===== src/pscr_pkg.sv =====
// shared constants for the pll scan chain reconfiguration ends
package pscr_pkg;
  // ----------------------------------------------------------------
  // scan chain layout
  // ----------------------------------------------------------------
  localparam int CHAIN_LEN  = 144;
  localparam int CNT_BITS   = 18;
  localparam int NUM_CNT    = 7;
  localparam int NUM_POST   = 5;
  localparam int CP_BASE    = 126;
  localparam int LF_BASE    = 135;
  localparam int CP_W       = 3;
  localparam int LFR_W      = 5;
  localparam int LFC_W      = 2;
  localparam int LFC_POS    = 7;
  // counter field: low count, odd bit, high count, bypass bit
  localparam int FLD_LOW    = 0;
  localparam int FLD_ODD    = 8;
  localparam int FLD_HIGH   = 9;
  localparam int FLD_BYP    = 17;
  localparam int HALF_W     = 10;
  localparam int IDX_M      = 5;
  localparam int TAP_W      = 3;
  localparam logic [CNT_BITS-1:0] CNT_RST = 18'h20000;
  localparam logic [CP_W-1:0]     CP_RST  = 3'h0;
  localparam logic [LFR_W-1:0]    LFR_RST = 5'h00;
  localparam logic [LFC_W-1:0]    LFC_RST = 2'h0;
  // ----------------------------------------------------------------
  // timing
  // ----------------------------------------------------------------
  localparam longint SYS_HZ      = 50000000;
  localparam longint SCAN_MAX_HZ = 100000000;
  localparam longint SCAN_HZ     = 12500000;
  localparam int     SCAN_DIV    = int'((SYS_HZ + SCAN_HZ - 1) / SCAN_HZ);
  localparam int     DIV_W       = 3;
  localparam int     RST_TICKS   = 2;
  // ----------------------------------------------------------------
  // controller register map (byte addresses)
  // ----------------------------------------------------------------
  localparam int          ADDR_W    = 8;
  localparam int          NUM_WORDS = 5;
  localparam logic [7:0]  A_IMG0    = 8'h00;
  localparam logic [7:0]  A_CTRL    = 8'h14;
  localparam logic [7:0]  A_STAT    = 8'h18;
  localparam int          CTRL_GO   = 0;
  localparam int          ST_BUSY   = 0;
  localparam int          ST_DONE   = 1;
  localparam int          ST_SDONE  = 2;
endpackage


===== src/pscr_if.sv =====
// link between the reconfiguration controller and the pll scan port
interface pscr_if;
  logic scan_tick;
  logic shift_ena;
  logic scan_data;
  logic apply_cfg;
  logic update_busy;

  modport dev (input scan_tick, input shift_ena, input scan_data, input apply_cfg, output update_busy);
  modport ctl (output scan_tick, output shift_ena, output scan_data, output apply_cfg, input update_busy);
endinterface


===== src/pscr_cdiv.sv =====
// one pll divide counter with high/low, bypass and odd-duty settings
module pscr_cdiv (
  // clock and reset
  input  wire logic                            CLK,
  input  wire logic                            SRST,
  // setting load
  input  wire logic                            load_req,
  input  wire logic [pscr_pkg::CNT_BITS-1:0]   load_cfg,
  output logic                                 loaded,
  // divided output
  output logic                                 div_out
);
  typedef struct packed {
    logic [pscr_pkg::CNT_BITS-1:0] cur;
    logic [pscr_pkg::CNT_BITS-1:0] pend;
    logic                          pend_v;
    logic [pscr_pkg::HALF_W-1:0]   cnt;
    logic                          lvl;
    logic                          ld;
  } pscr_cdiv_s;

  pscr_cdiv_s st_reg;
  pscr_cdiv_s st_next;

  // half vco periods of one phase; a zero count stands for 256
  function automatic logic [pscr_pkg::HALF_W-1:0] half_len(input logic [pscr_pkg::CNT_BITS-1:0] c,
                                                          input logic hi);
    logic [8:0]                  n;
    logic [pscr_pkg::HALF_W-1:0] h;
    // high, low, odd and bypass fields
    n = hi ? {c[pscr_pkg::FLD_HIGH+7:pscr_pkg::FLD_HIGH] == 8'h00, c[pscr_pkg::FLD_HIGH+7:pscr_pkg::FLD_HIGH]}
           : {c[pscr_pkg::FLD_LOW+7:pscr_pkg::FLD_LOW] == 8'h00, c[pscr_pkg::FLD_LOW+7:pscr_pkg::FLD_LOW]};
    h = {n, 1'b0};
    if (c[pscr_pkg::FLD_ODD]) begin
      h = hi ? h - 10'h001 : h + 10'h001;
    end
    if (c[pscr_pkg::FLD_BYP]) begin
      h = 10'h001;
    end
    return h;
  endfunction

  always_comb begin
    st_next    = st_reg;
    st_next.ld = 1'b0;
    if (load_req) begin
      st_next.pend   = load_cfg;
      st_next.pend_v = 1'b1;
    end
    if (st_reg.cnt > 10'h001) begin
      st_next.cnt = st_reg.cnt - 10'h001;
    end else if (st_reg.lvl) begin
      st_next.lvl = 1'b0;
      st_next.cnt = half_len(st_reg.cur, 1'b0);
    end else begin
      if (st_reg.pend_v && !load_req) begin
        st_next.cur    = st_reg.pend;
        st_next.pend_v = 1'b0;
        st_next.ld     = 1'b1;
        st_next.cnt    = half_len(st_reg.pend, 1'b1);
      end else begin
        st_next.cnt = half_len(st_reg.cur, 1'b1);
      end
      st_next.lvl = 1'b1;
    end
  end

  always_ff @(posedge CLK) begin
    if (SRST) begin
      st_reg <= '{cur: pscr_pkg::CNT_RST, pend: pscr_pkg::CNT_RST, pend_v: 1'b0,
                  cnt: 10'h001, lvl: 1'b0, ld: 1'b0};
    end else begin
      st_reg <= st_next;
    end
  end

  assign loaded  = st_reg.ld;
  assign div_out = st_reg.lvl;
endmodule


===== src/pscr_dev.sv =====
// pll scan chain and configuration store, device end
module pscr_dev (
  // clock and reset
  input  wire logic                                      CLK,
  input  wire logic                                      SRST,
  // scan link
  pscr_if.dev                                            lnk,
  // phase step request
  input  wire logic                                      PHASE_STEP,
  input  wire logic                                      PHASE_UP,
  input  wire logic [2:0]                                PHASE_SEL,
  output logic                                           PHASE_DONE,
  output logic [pscr_pkg::NUM_CNT*pscr_pkg::TAP_W-1:0]   PHASE_TAP,
  // applied settings
  output logic [pscr_pkg::NUM_CNT-1:0]                   COUNTER_CLK,
  output logic [pscr_pkg::CP_W-1:0]                      PUMP_CURRENT_CODE,
  output logic [pscr_pkg::LFR_W-1:0]                     FILTER_RESISTOR_CODE,
  output logic [pscr_pkg::LFC_W-1:0]                     FILTER_CAPACITOR_CODE,
  output logic                                           CODE_ERR
);
  typedef struct packed {
    logic [pscr_pkg::CHAIN_LEN-1:0]                    chain;
    logic [1:0]                                        ena_ticks;
    logic                                              busy;
    logic [pscr_pkg::NUM_CNT-1:0]                      wait_mask;
    logic                                              load;
    logic [pscr_pkg::CP_W-1:0]                         cp;
    logic [pscr_pkg::LFR_W-1:0]                        filter_resistor_code;
    logic [pscr_pkg::LFC_W-1:0]                        filter_capacitor_code;
    logic                                              err;
    logic [pscr_pkg::NUM_CNT*pscr_pkg::TAP_W-1:0]      taps;
    logic                                              step_prev;
    logic                                              pdone;
  } pscr_dev_s;

  pscr_dev_s                    st_reg;
  pscr_dev_s                    st_next;
  logic [pscr_pkg::NUM_CNT-1:0] cnt_loaded;
  logic [pscr_pkg::NUM_CNT-1:0] cnt_out;

  // --------------------------------------------------------------
  // chain field decoding
  // --------------------------------------------------------------
  // counter positions in chain
  function automatic int cnt_base(input int i);
    return (i < pscr_pkg::NUM_POST) ? (pscr_pkg::NUM_POST - 1 - i) * pscr_pkg::CNT_BITS : i * pscr_pkg::CNT_BITS;
  endfunction

  function automatic logic cp_ok(input logic [pscr_pkg::CP_W-1:0] c);
    return (c == 3'h0) || (c == 3'h4) || (c == 3'h6) || (c == 3'h7);
  endfunction

  function automatic logic lfr_ok(input logic [pscr_pkg::LFR_W-1:0] c);
    return (c[1:0] == 2'h0 && c[2] == 1'b0) || ((c[1:0] == 2'h3 || c[2]) && !(c[2] && c[1:0] != 2'h0))
           ? (c[3:0] != 4'hC || c[4]) && (c[3:0] != 4'hB || c[4]) && (c != 5'h0B) && (c != 5'h0C)
             && !(c[3] && !c[4] && c[2:0] != 3'h0)
           : (c == 5'h1E);
  endfunction

  function automatic logic lfc_ok(input logic [pscr_pkg::LFC_W-1:0] c);
    return c != 2'h2;
  endfunction

  // --------------------------------------------------------------
  // divide counters
  // --------------------------------------------------------------
  for (genvar g = 0; g < pscr_pkg::NUM_CNT; g++) begin : g_cnt
    pscr_cdiv u_cdiv (
      .CLK      (CLK),
      .SRST     (SRST),
      .load_req (st_reg.load),
      .load_cfg (st_reg.chain[cnt_base(g) +: pscr_pkg::CNT_BITS]),
      .loaded   (cnt_loaded[g]),
      .div_out  (cnt_out[g])
    );
  end

  // --------------------------------------------------------------
  // scan, apply and phase step
  // --------------------------------------------------------------
  always_comb begin
    logic [pscr_pkg::CP_W-1:0]  ncp;
    logic [pscr_pkg::LFR_W-1:0] nlfr;
    logic [pscr_pkg::LFC_W-1:0] nlfc;
    logic [pscr_pkg::TAP_W-1:0] t;
    ncp     = st_reg.chain[pscr_pkg::CP_BASE +: pscr_pkg::CP_W];
    nlfr    = st_reg.chain[pscr_pkg::LF_BASE +: pscr_pkg::LFR_W];
    nlfc    = st_reg.chain[pscr_pkg::LF_BASE + pscr_pkg::LFC_POS +: pscr_pkg::LFC_W];
    t       = '0;
    st_next = st_reg;
    st_next.load = 1'b0;
    // busy flag tracks counters
    // cleared here so that an apply in the same cycle wins
    if (st_reg.busy && !st_reg.load) begin
      st_next.wait_mask = st_reg.wait_mask & ~cnt_loaded;
      if ((st_reg.wait_mask & ~cnt_loaded) == '0) begin
        st_next.busy = 1'b0;
      end
    end
    if (lnk.scan_tick) begin
      st_next.pdone     = 1'b1;
      st_next.step_prev = PHASE_STEP;
      if (!lnk.shift_ena) begin
        st_next.ena_ticks = 2'h0;
      end else if (st_reg.ena_ticks != 2'h2) begin
        st_next.ena_ticks = st_reg.ena_ticks + 2'h1;
      end
      if (lnk.shift_ena && st_reg.ena_ticks != 2'h0) begin
        st_next.chain = {lnk.scan_data, st_reg.chain[pscr_pkg::CHAIN_LEN-1:1]};
      end
      if (lnk.apply_cfg) begin
        st_next.load      = 1'b1;
        st_next.busy      = 1'b1;
        st_next.wait_mask = '1;
        // illegal analog codes keep the old value so the loop never sees them
        st_next.err = !(cp_ok(ncp) && lfr_ok(nlfr) && lfc_ok(nlfc));
        if (cp_ok(ncp)) begin
          st_next.cp = ncp;
        end
        if (lfr_ok(nlfr)) begin
          st_next.filter_resistor_code = nlfr;
        end
        if (lfc_ok(nlfc)) begin
          st_next.filter_capacitor_code = nlfc;
        end
      end
      if (PHASE_STEP && !st_reg.step_prev) begin
        st_next.pdone = 1'b0;
        for (int i = 0; i <= pscr_pkg::IDX_M; i++) begin
          if ((PHASE_SEL == 3'h0 && i < pscr_pkg::NUM_POST) || (PHASE_SEL == 3'h1 && i == pscr_pkg::IDX_M)
              || (int'(PHASE_SEL) == i + 2)) begin
            t = st_reg.taps[i*pscr_pkg::TAP_W +: pscr_pkg::TAP_W];
            st_next.taps[i*pscr_pkg::TAP_W +: pscr_pkg::TAP_W] = PHASE_UP ? t + 3'h1 : t - 3'h1;
          end
        end
      end
    end
  end

  always_ff @(posedge CLK) begin
    if (SRST) begin
      st_reg <= '{chain: '0, ena_ticks: 2'h0, busy: 1'b0, wait_mask: '0, load: 1'b0,
                  cp: pscr_pkg::CP_RST, filter_resistor_code: pscr_pkg::LFR_RST, filter_capacitor_code: pscr_pkg::LFC_RST,
                  err: 1'b0, taps: '0, step_prev: 1'b0, pdone: 1'b1};
    end else begin
      st_reg <= st_next;
    end
  end

  assign lnk.update_busy          = st_reg.busy;
  assign PHASE_DONE               = st_reg.pdone;
  assign PHASE_TAP                = st_reg.taps;
  assign COUNTER_CLK              = cnt_out;
  assign PUMP_CURRENT_CODE        = st_reg.cp;
  assign FILTER_RESISTOR_CODE     = st_reg.filter_resistor_code;
  assign FILTER_CAPACITOR_CODE    = st_reg.filter_capacitor_code;
  assign CODE_ERR                 = st_reg.err;
endmodule


===== src/flat_wrapper.sv =====
// flat-port wrapper written by rule: the top's interface ports become plain ports
module pscr_dev_flat 
  (CLK, SRST, PHASE_STEP, PHASE_UP, PHASE_SEL, PHASE_DONE, PHASE_TAP, COUNTER_CLK, PUMP_CURRENT_CODE, FILTER_RESISTOR_CODE, FILTER_CAPACITOR_CODE, CODE_ERR, lnk_scan_tick, lnk_shift_ena, lnk_scan_data, lnk_apply_cfg, lnk_update_busy);
  pscr_if lnk_i ();
  input  wire logic CLK;
  input  wire logic SRST;
  input  wire logic PHASE_STEP;
  input  wire logic PHASE_UP;
  input  wire logic [2:0] PHASE_SEL;
  output logic PHASE_DONE;
  output logic [pscr_pkg::NUM_CNT*pscr_pkg::TAP_W-1:0] PHASE_TAP;
  output logic [pscr_pkg::NUM_CNT-1:0] COUNTER_CLK;
  output logic [pscr_pkg::CP_W-1:0] PUMP_CURRENT_CODE;
  output logic [pscr_pkg::LFR_W-1:0] FILTER_RESISTOR_CODE;
  output logic [pscr_pkg::LFC_W-1:0] FILTER_CAPACITOR_CODE;
  output logic CODE_ERR;
  input wire logic [$bits(lnk_i.scan_tick)-1:0] lnk_scan_tick;
  input wire logic [$bits(lnk_i.shift_ena)-1:0] lnk_shift_ena;
  input wire logic [$bits(lnk_i.scan_data)-1:0] lnk_scan_data;
  input wire logic [$bits(lnk_i.apply_cfg)-1:0] lnk_apply_cfg;
  output wire logic [$bits(lnk_i.update_busy)-1:0] lnk_update_busy;
  assign lnk_i.scan_tick = lnk_scan_tick;
  assign lnk_i.shift_ena = lnk_shift_ena;
  assign lnk_i.scan_data = lnk_scan_data;
  assign lnk_i.apply_cfg = lnk_apply_cfg;
  assign lnk_update_busy = lnk_i.update_busy;
  pscr_dev u_core (.CLK(CLK), .SRST(SRST), .lnk(lnk_i), .PHASE_STEP(PHASE_STEP), .PHASE_UP(PHASE_UP), .PHASE_SEL(PHASE_SEL), .PHASE_DONE(PHASE_DONE), .PHASE_TAP(PHASE_TAP), .COUNTER_CLK(COUNTER_CLK), .PUMP_CURRENT_CODE(PUMP_CURRENT_CODE), .FILTER_RESISTOR_CODE(FILTER_RESISTOR_CODE), .FILTER_CAPACITOR_CODE(FILTER_CAPACITOR_CODE), .CODE_ERR(CODE_ERR));
endmodule

===== config.mk =====
export PLATFORM = sky130hd
export DESIGN_NAME = pscr_dev_flat
export DESIGN_NICKNAME = d
export VERILOG_FILES = /design/src/pscr_pkg.sv /design/src/pscr_if.sv /design/src/pscr_cdiv.sv /design/src/pscr_dev.sv /design/src/flat_wrapper.sv
export SDC_FILE = /design/constraint.sdc
export NUM_CORES = 1
export LEC_CHECK = 0
export ABC_AREA = 1
export ABC_CLOCK_PERIOD_IN_PS = 2550
export BUFFER_PORTS_ARGS = -buffer_cell sky130_fd_sc_hd__buf_2
export CORE_ASPECT_RATIO = 0.9
export CORE_UTILIZATION = 50
export DETAILED_ROUTE_END_ITERATION = 10
export PLACE_DENSITY_LB_ADDON = 0.1
export RECOVER_POWER = 50
export SKIP_CTS_REPAIR_TIMING = 1
export SYNTH_ARGS = -nofsm -noshare
export SYNTH_HDL_FRONTEND = slang
export SYNTH_SLANG_ARGS = --single-unit

===== constraint.sdc =====
create_clock -name CLK -period 2.55 [get_ports CLK]
set_input_delay 0.255 -clock CLK [delete_from_list [all_inputs] [get_ports CLK]]
set_output_delay 0.255 -clock CLK [all_outputs]
set_load 0.02 [all_outputs]

==> results.rst <==
.. list-table::
   :header-rows: 1

   * - Metric
     - Value
   * - Total clock buffers created by CTS
     - 55
   * - Critical Path Sink Type
     - register
   * - Starting DRT DRC Count
     - 1677
   * - Most used DFF post-synth
     - sky130_fd_sc_hd__dfxtp_1
   * - Post-Route Skew
     - 21.76 ps
   * - Wire length of the first global-routing pass
     - 95060 microns
   * - Fraction of registers with async set/reset
     - 0
   * - Total power divided by cell area
     - 960.7 nW/um^2
   * - RSZ-0062 raised after global routing
     - false
   * - H-tree depth
     - 2
   * - Average footprint of a synthesized cell
     - 7.070 sq um
   * - Placed wire-length estimate after detailed placement
     - 37850 microns
   * - Die Y
     - 211.1 microns
   * - Number of cells produced by synthesis
     - 3434
   * - Clock transition at the registers of the reported paths
     - 60 ps
   * - Count of port buffers added during placement
     - 48
   * - Most common cell after layout, fill and taps aside
     - sky130_fd_sc_hd__nor2_1
   * - Via Count
     - 21280
   * - Effective utilization at floorplan
     - 0.5066
   * - Post-layout power
     - 0.02531 W
   * - Routed wire length per instance
     - 13.91 microns
   * - DRC viols
     - 0
   * - Type of the tightest min-delay check
     - in2reg
   * - Root Driver
     - sky130_fd_sc_hd__clkbuf_16
   * - Final setup vio count
     - 0
   * - Violations in the final reports
     - hold timing
   * - Number of nets with antenna violations after routing
     - 0
   * - Result of the run
     - finished with violations
   * - Remaining global-route overflow
     - 0
   * - Die ar.
     - 49450 sq um
   * - Count of placed standard cells including taps
     - 3935
   * - Slew of the pin with the lowest slew margin
     - 1250 ps
   * - NumNets Final
     - 3417
   * - Netlist Area Pre-Place
     - 24280 sq um
   * - Number of flip-flops under the largest register name
     - 329
   * - Required @ worst endpoint
     - 3090 ps
   * - Max-Slew Margin vs Limit
     - 0.1665
   * - Drt pass-1 iters
     - 6
   * - Arrival time reported for the critical path endpoint
     - 2740 ps
   * - Antenna diodes
     - 0
   * - Launch instance of the worst register-to-register path
     - u_core.st_reg[43]$_SDFFE_PP0P_
   * - Total Routed Length
     - 56140 microns
   * - Synth Warn #
     - 0
   * - Final worst path period share
     - 0.8616
   * - Static leakage power
     - 11.43 nW
   * - Type of the worst setup path
     - reg2reg
   * - Fraction of the yosys area taken by sequential cells
     - 0.4362
   * - Worst min-delay path startpoint
     - lnk_scan_data
   * - Max clock buf depth
     - 3
   * - Clk_lat worst skew
     - 610 ps
   * - Max Cap Violations
     - 0
   * - Highest clock frequency the design can meet
     - 0.4552 GHz
   * - Count of final max-slew check failures
     - 0
   * - Standard-cell rows
     - 76
   * - FILL cells
     - 4650
   * - Number of clock sinks
     - 529
   * - Leading cell types in the layout, fill and taps excluded
     - sky130_fd_sc_hd__nor2_1 (643), sky130_fd_sc_hd__o21ai_0 (529), sky130_fd_sc_hd__dfxtp_1 (529)
   * - Category of the worst setup path launch point
     - register
   * - Initial antenna violation count
     - 0
   * - Global-route usage over all layers
     - 0.2270
   * - Critical path origin
     - u_core.st_reg[43]$_SDFFE_PP0P_
   * - Final worst path period need
     - 2197 ps
   * - Final-layout worst hold slack
     - -40.71 ps
   * - Synth-to-layout area growth
     - 8.503%
   * - Summed area of non-filler cells in the final layout
     - 26340 sq um
   * - Share of layout cells above drive strength 1
     - 0.04808
   * - Largest net degree at the start of global routing
     - 146
   * - Horizontal die dimension
     - 234.3 microns
   * - GPL Wtd Cong
     - 0.8730
   * - Yosys reg bits
     - 529
   * - Count of flip-flops with a built-in enable after synthesis
     - 0
   * - TritonCTS clock tree
     - built
   * - Placeable core area
     - 47930 sq um
   * - Post-DP Area
     - 24610 sq um
   * - Sum of negative setup slack
     - 0 ps
   * - Highest net fanout along the worst path
     - 67
   * - Peak supply drop
     - 0.5618 mV
   * - Non-filler cells, final
     - 4035
   * - Number of global-route vias before repair
     - 19940
   * - Top-level I/O count
     - 52
   * - Final hold violation count
     - 1
   * - Drt via density
     - 5.274
   * - Number of distinct library cell variants in the gate-level netlist after synthesis
     - 44
==> metrics by stage <==
stage	utilization	hold WS [ps]	setup WS, ps
2_1_floorplan	-	413.9	576.0
3_3_place_gp	0.5136	435.2	556.6
3_5_place_dp	0.5136	446.5	506.2
4_1_cts	0.5517	-100.6	480.2
5_1_grt	0.5497	6.690	135.8
6_report	0.5497	-40.71	353.0
==> cells by family (layout without fill, tap and decap cells) <==
kind of cell / count (synthesis) / count (layout) / synth area share
xor gates and xnor gates: 67 / 67 / 0.02417
buffers and inverters: 564 / 539 / 0.09678
and+or+nand+nor: 1318 / 1318 / 0.2256
AOI/OAI and AO/OA: 919 / 919 / 0.1967
DFF: 529 / 529 / 0.4362
other: 1 / 3 / 0.0001545
adders and majority gates: 36 / 36 / 0.02041
==> Yosys cell counts, types with 8 or more instances <==
master                     instances  area (sq um)
sky130_fd_sc_hd__inv_1           356          1336
sky130_fd_sc_hd__buf_4            42         315.3
sky130_fd_sc_hd__o21ai_0         526          2633
sky130_fd_sc_hd__nand3_1         158         790.8
sky130_fd_sc_hd__buf_2            30         150.1
sky130_fd_sc_hd__ha_1             30         375.4
sky130_fd_sc_hd__nand2_1         403          1513
sky130_fd_sc_hd__nor4_1           13         81.33
sky130_fd_sc_hd__clkbuf_1        117         439.2
sky130_fd_sc_hd__nand4_1          32         200.2
sky130_fd_sc_hd__nor3_1           36         180.2
sky130_fd_sc_hd__o22ai_1          10         62.56
sky130_fd_sc_hd__a211oi_1         19         142.6
sky130_fd_sc_hd__a21oi_1         306          1531
sky130_fd_sc_hd__a31oi_1          16         100.1
sky130_fd_sc_hd__nor2_1          639          2399
sky130_fd_sc_hd__nor2_2           10         62.56
sky130_fd_sc_hd__xnor2_1          21         183.9
sky130_fd_sc_hd__o31ai_1          11         82.58
sky130_fd_sc_hd__dfxtp_1         529         10590
sky130_fd_sc_hd__o211ai_1          9         67.56
sky130_fd_sc_hd__o21ai_1           8         40.04
sky130_fd_sc_hd__xor2_1           46         402.9
==> critical path, cell delays in order (launching register included) <==
cell                      delay, ps
sky130_fd_sc_hd__dfxtp_1        310
sky130_fd_sc_hd__inv_1           90
sky130_fd_sc_hd__ha_1           150
sky130_fd_sc_hd__nor2_1          60
sky130_fd_sc_hd__inv_2          870
sky130_fd_sc_hd__buf_4          410
sky130_fd_sc_hd__nor2_1          70
sky130_fd_sc_hd__nor2_1         130
==> routing by layer <==
metal | vias up | GRT usage | part of all wire
met1 | 9772 | 0.3143 | 0.49
li1 | 11030 | - | -
met2 | 395 | 0.3671 | 0.45
met3 | 80 | 0.03186 | 0.042
met4 | 0 | 0.06382 | 0.018
met5 | - | 0 | 0
==> report_power, final <==
part	internal, W	total (W)	switching, W	leakage (nW)
Sequential	0.00925	0.0100	0.000785	4.31
Combinational	0.00242	0.00718	0.00476	6.23
Clock	0.00475	0.00809	0.00334	0.897
==> worst paths after layout <==
kind                                                   to  slack, ps  cells past startpoint
min                       u_core.st_reg[188]$_SDFFE_PP0P_        -40                      3
max                       u_core.st_reg[123]$_SDFFE_PP0P_        350                      7
max reg2reg               u_core.st_reg[123]$_SDFFE_PP0P_        350                      7
min reg2reg  u_core.FILTER_CAPACITOR_CODE[1]$_SDFFE_PP0P_        460                      2
==> layout make-up <==
class                           count  area [sq um]  area share
Sequential cell                   529         10590      0.4020
Multi-Input combinational cell   2343         11310      0.4294
Clock buffer                       71          1496     0.05680
Clock inverter                     27         329.1     0.01249
Tap cell                          624         780.7     0.02964
Timing Repair Buffer               76         451.7     0.01715
Inverter                          365          1385     0.05258
No activity file was read; power rests on OpenSTA's default activity.
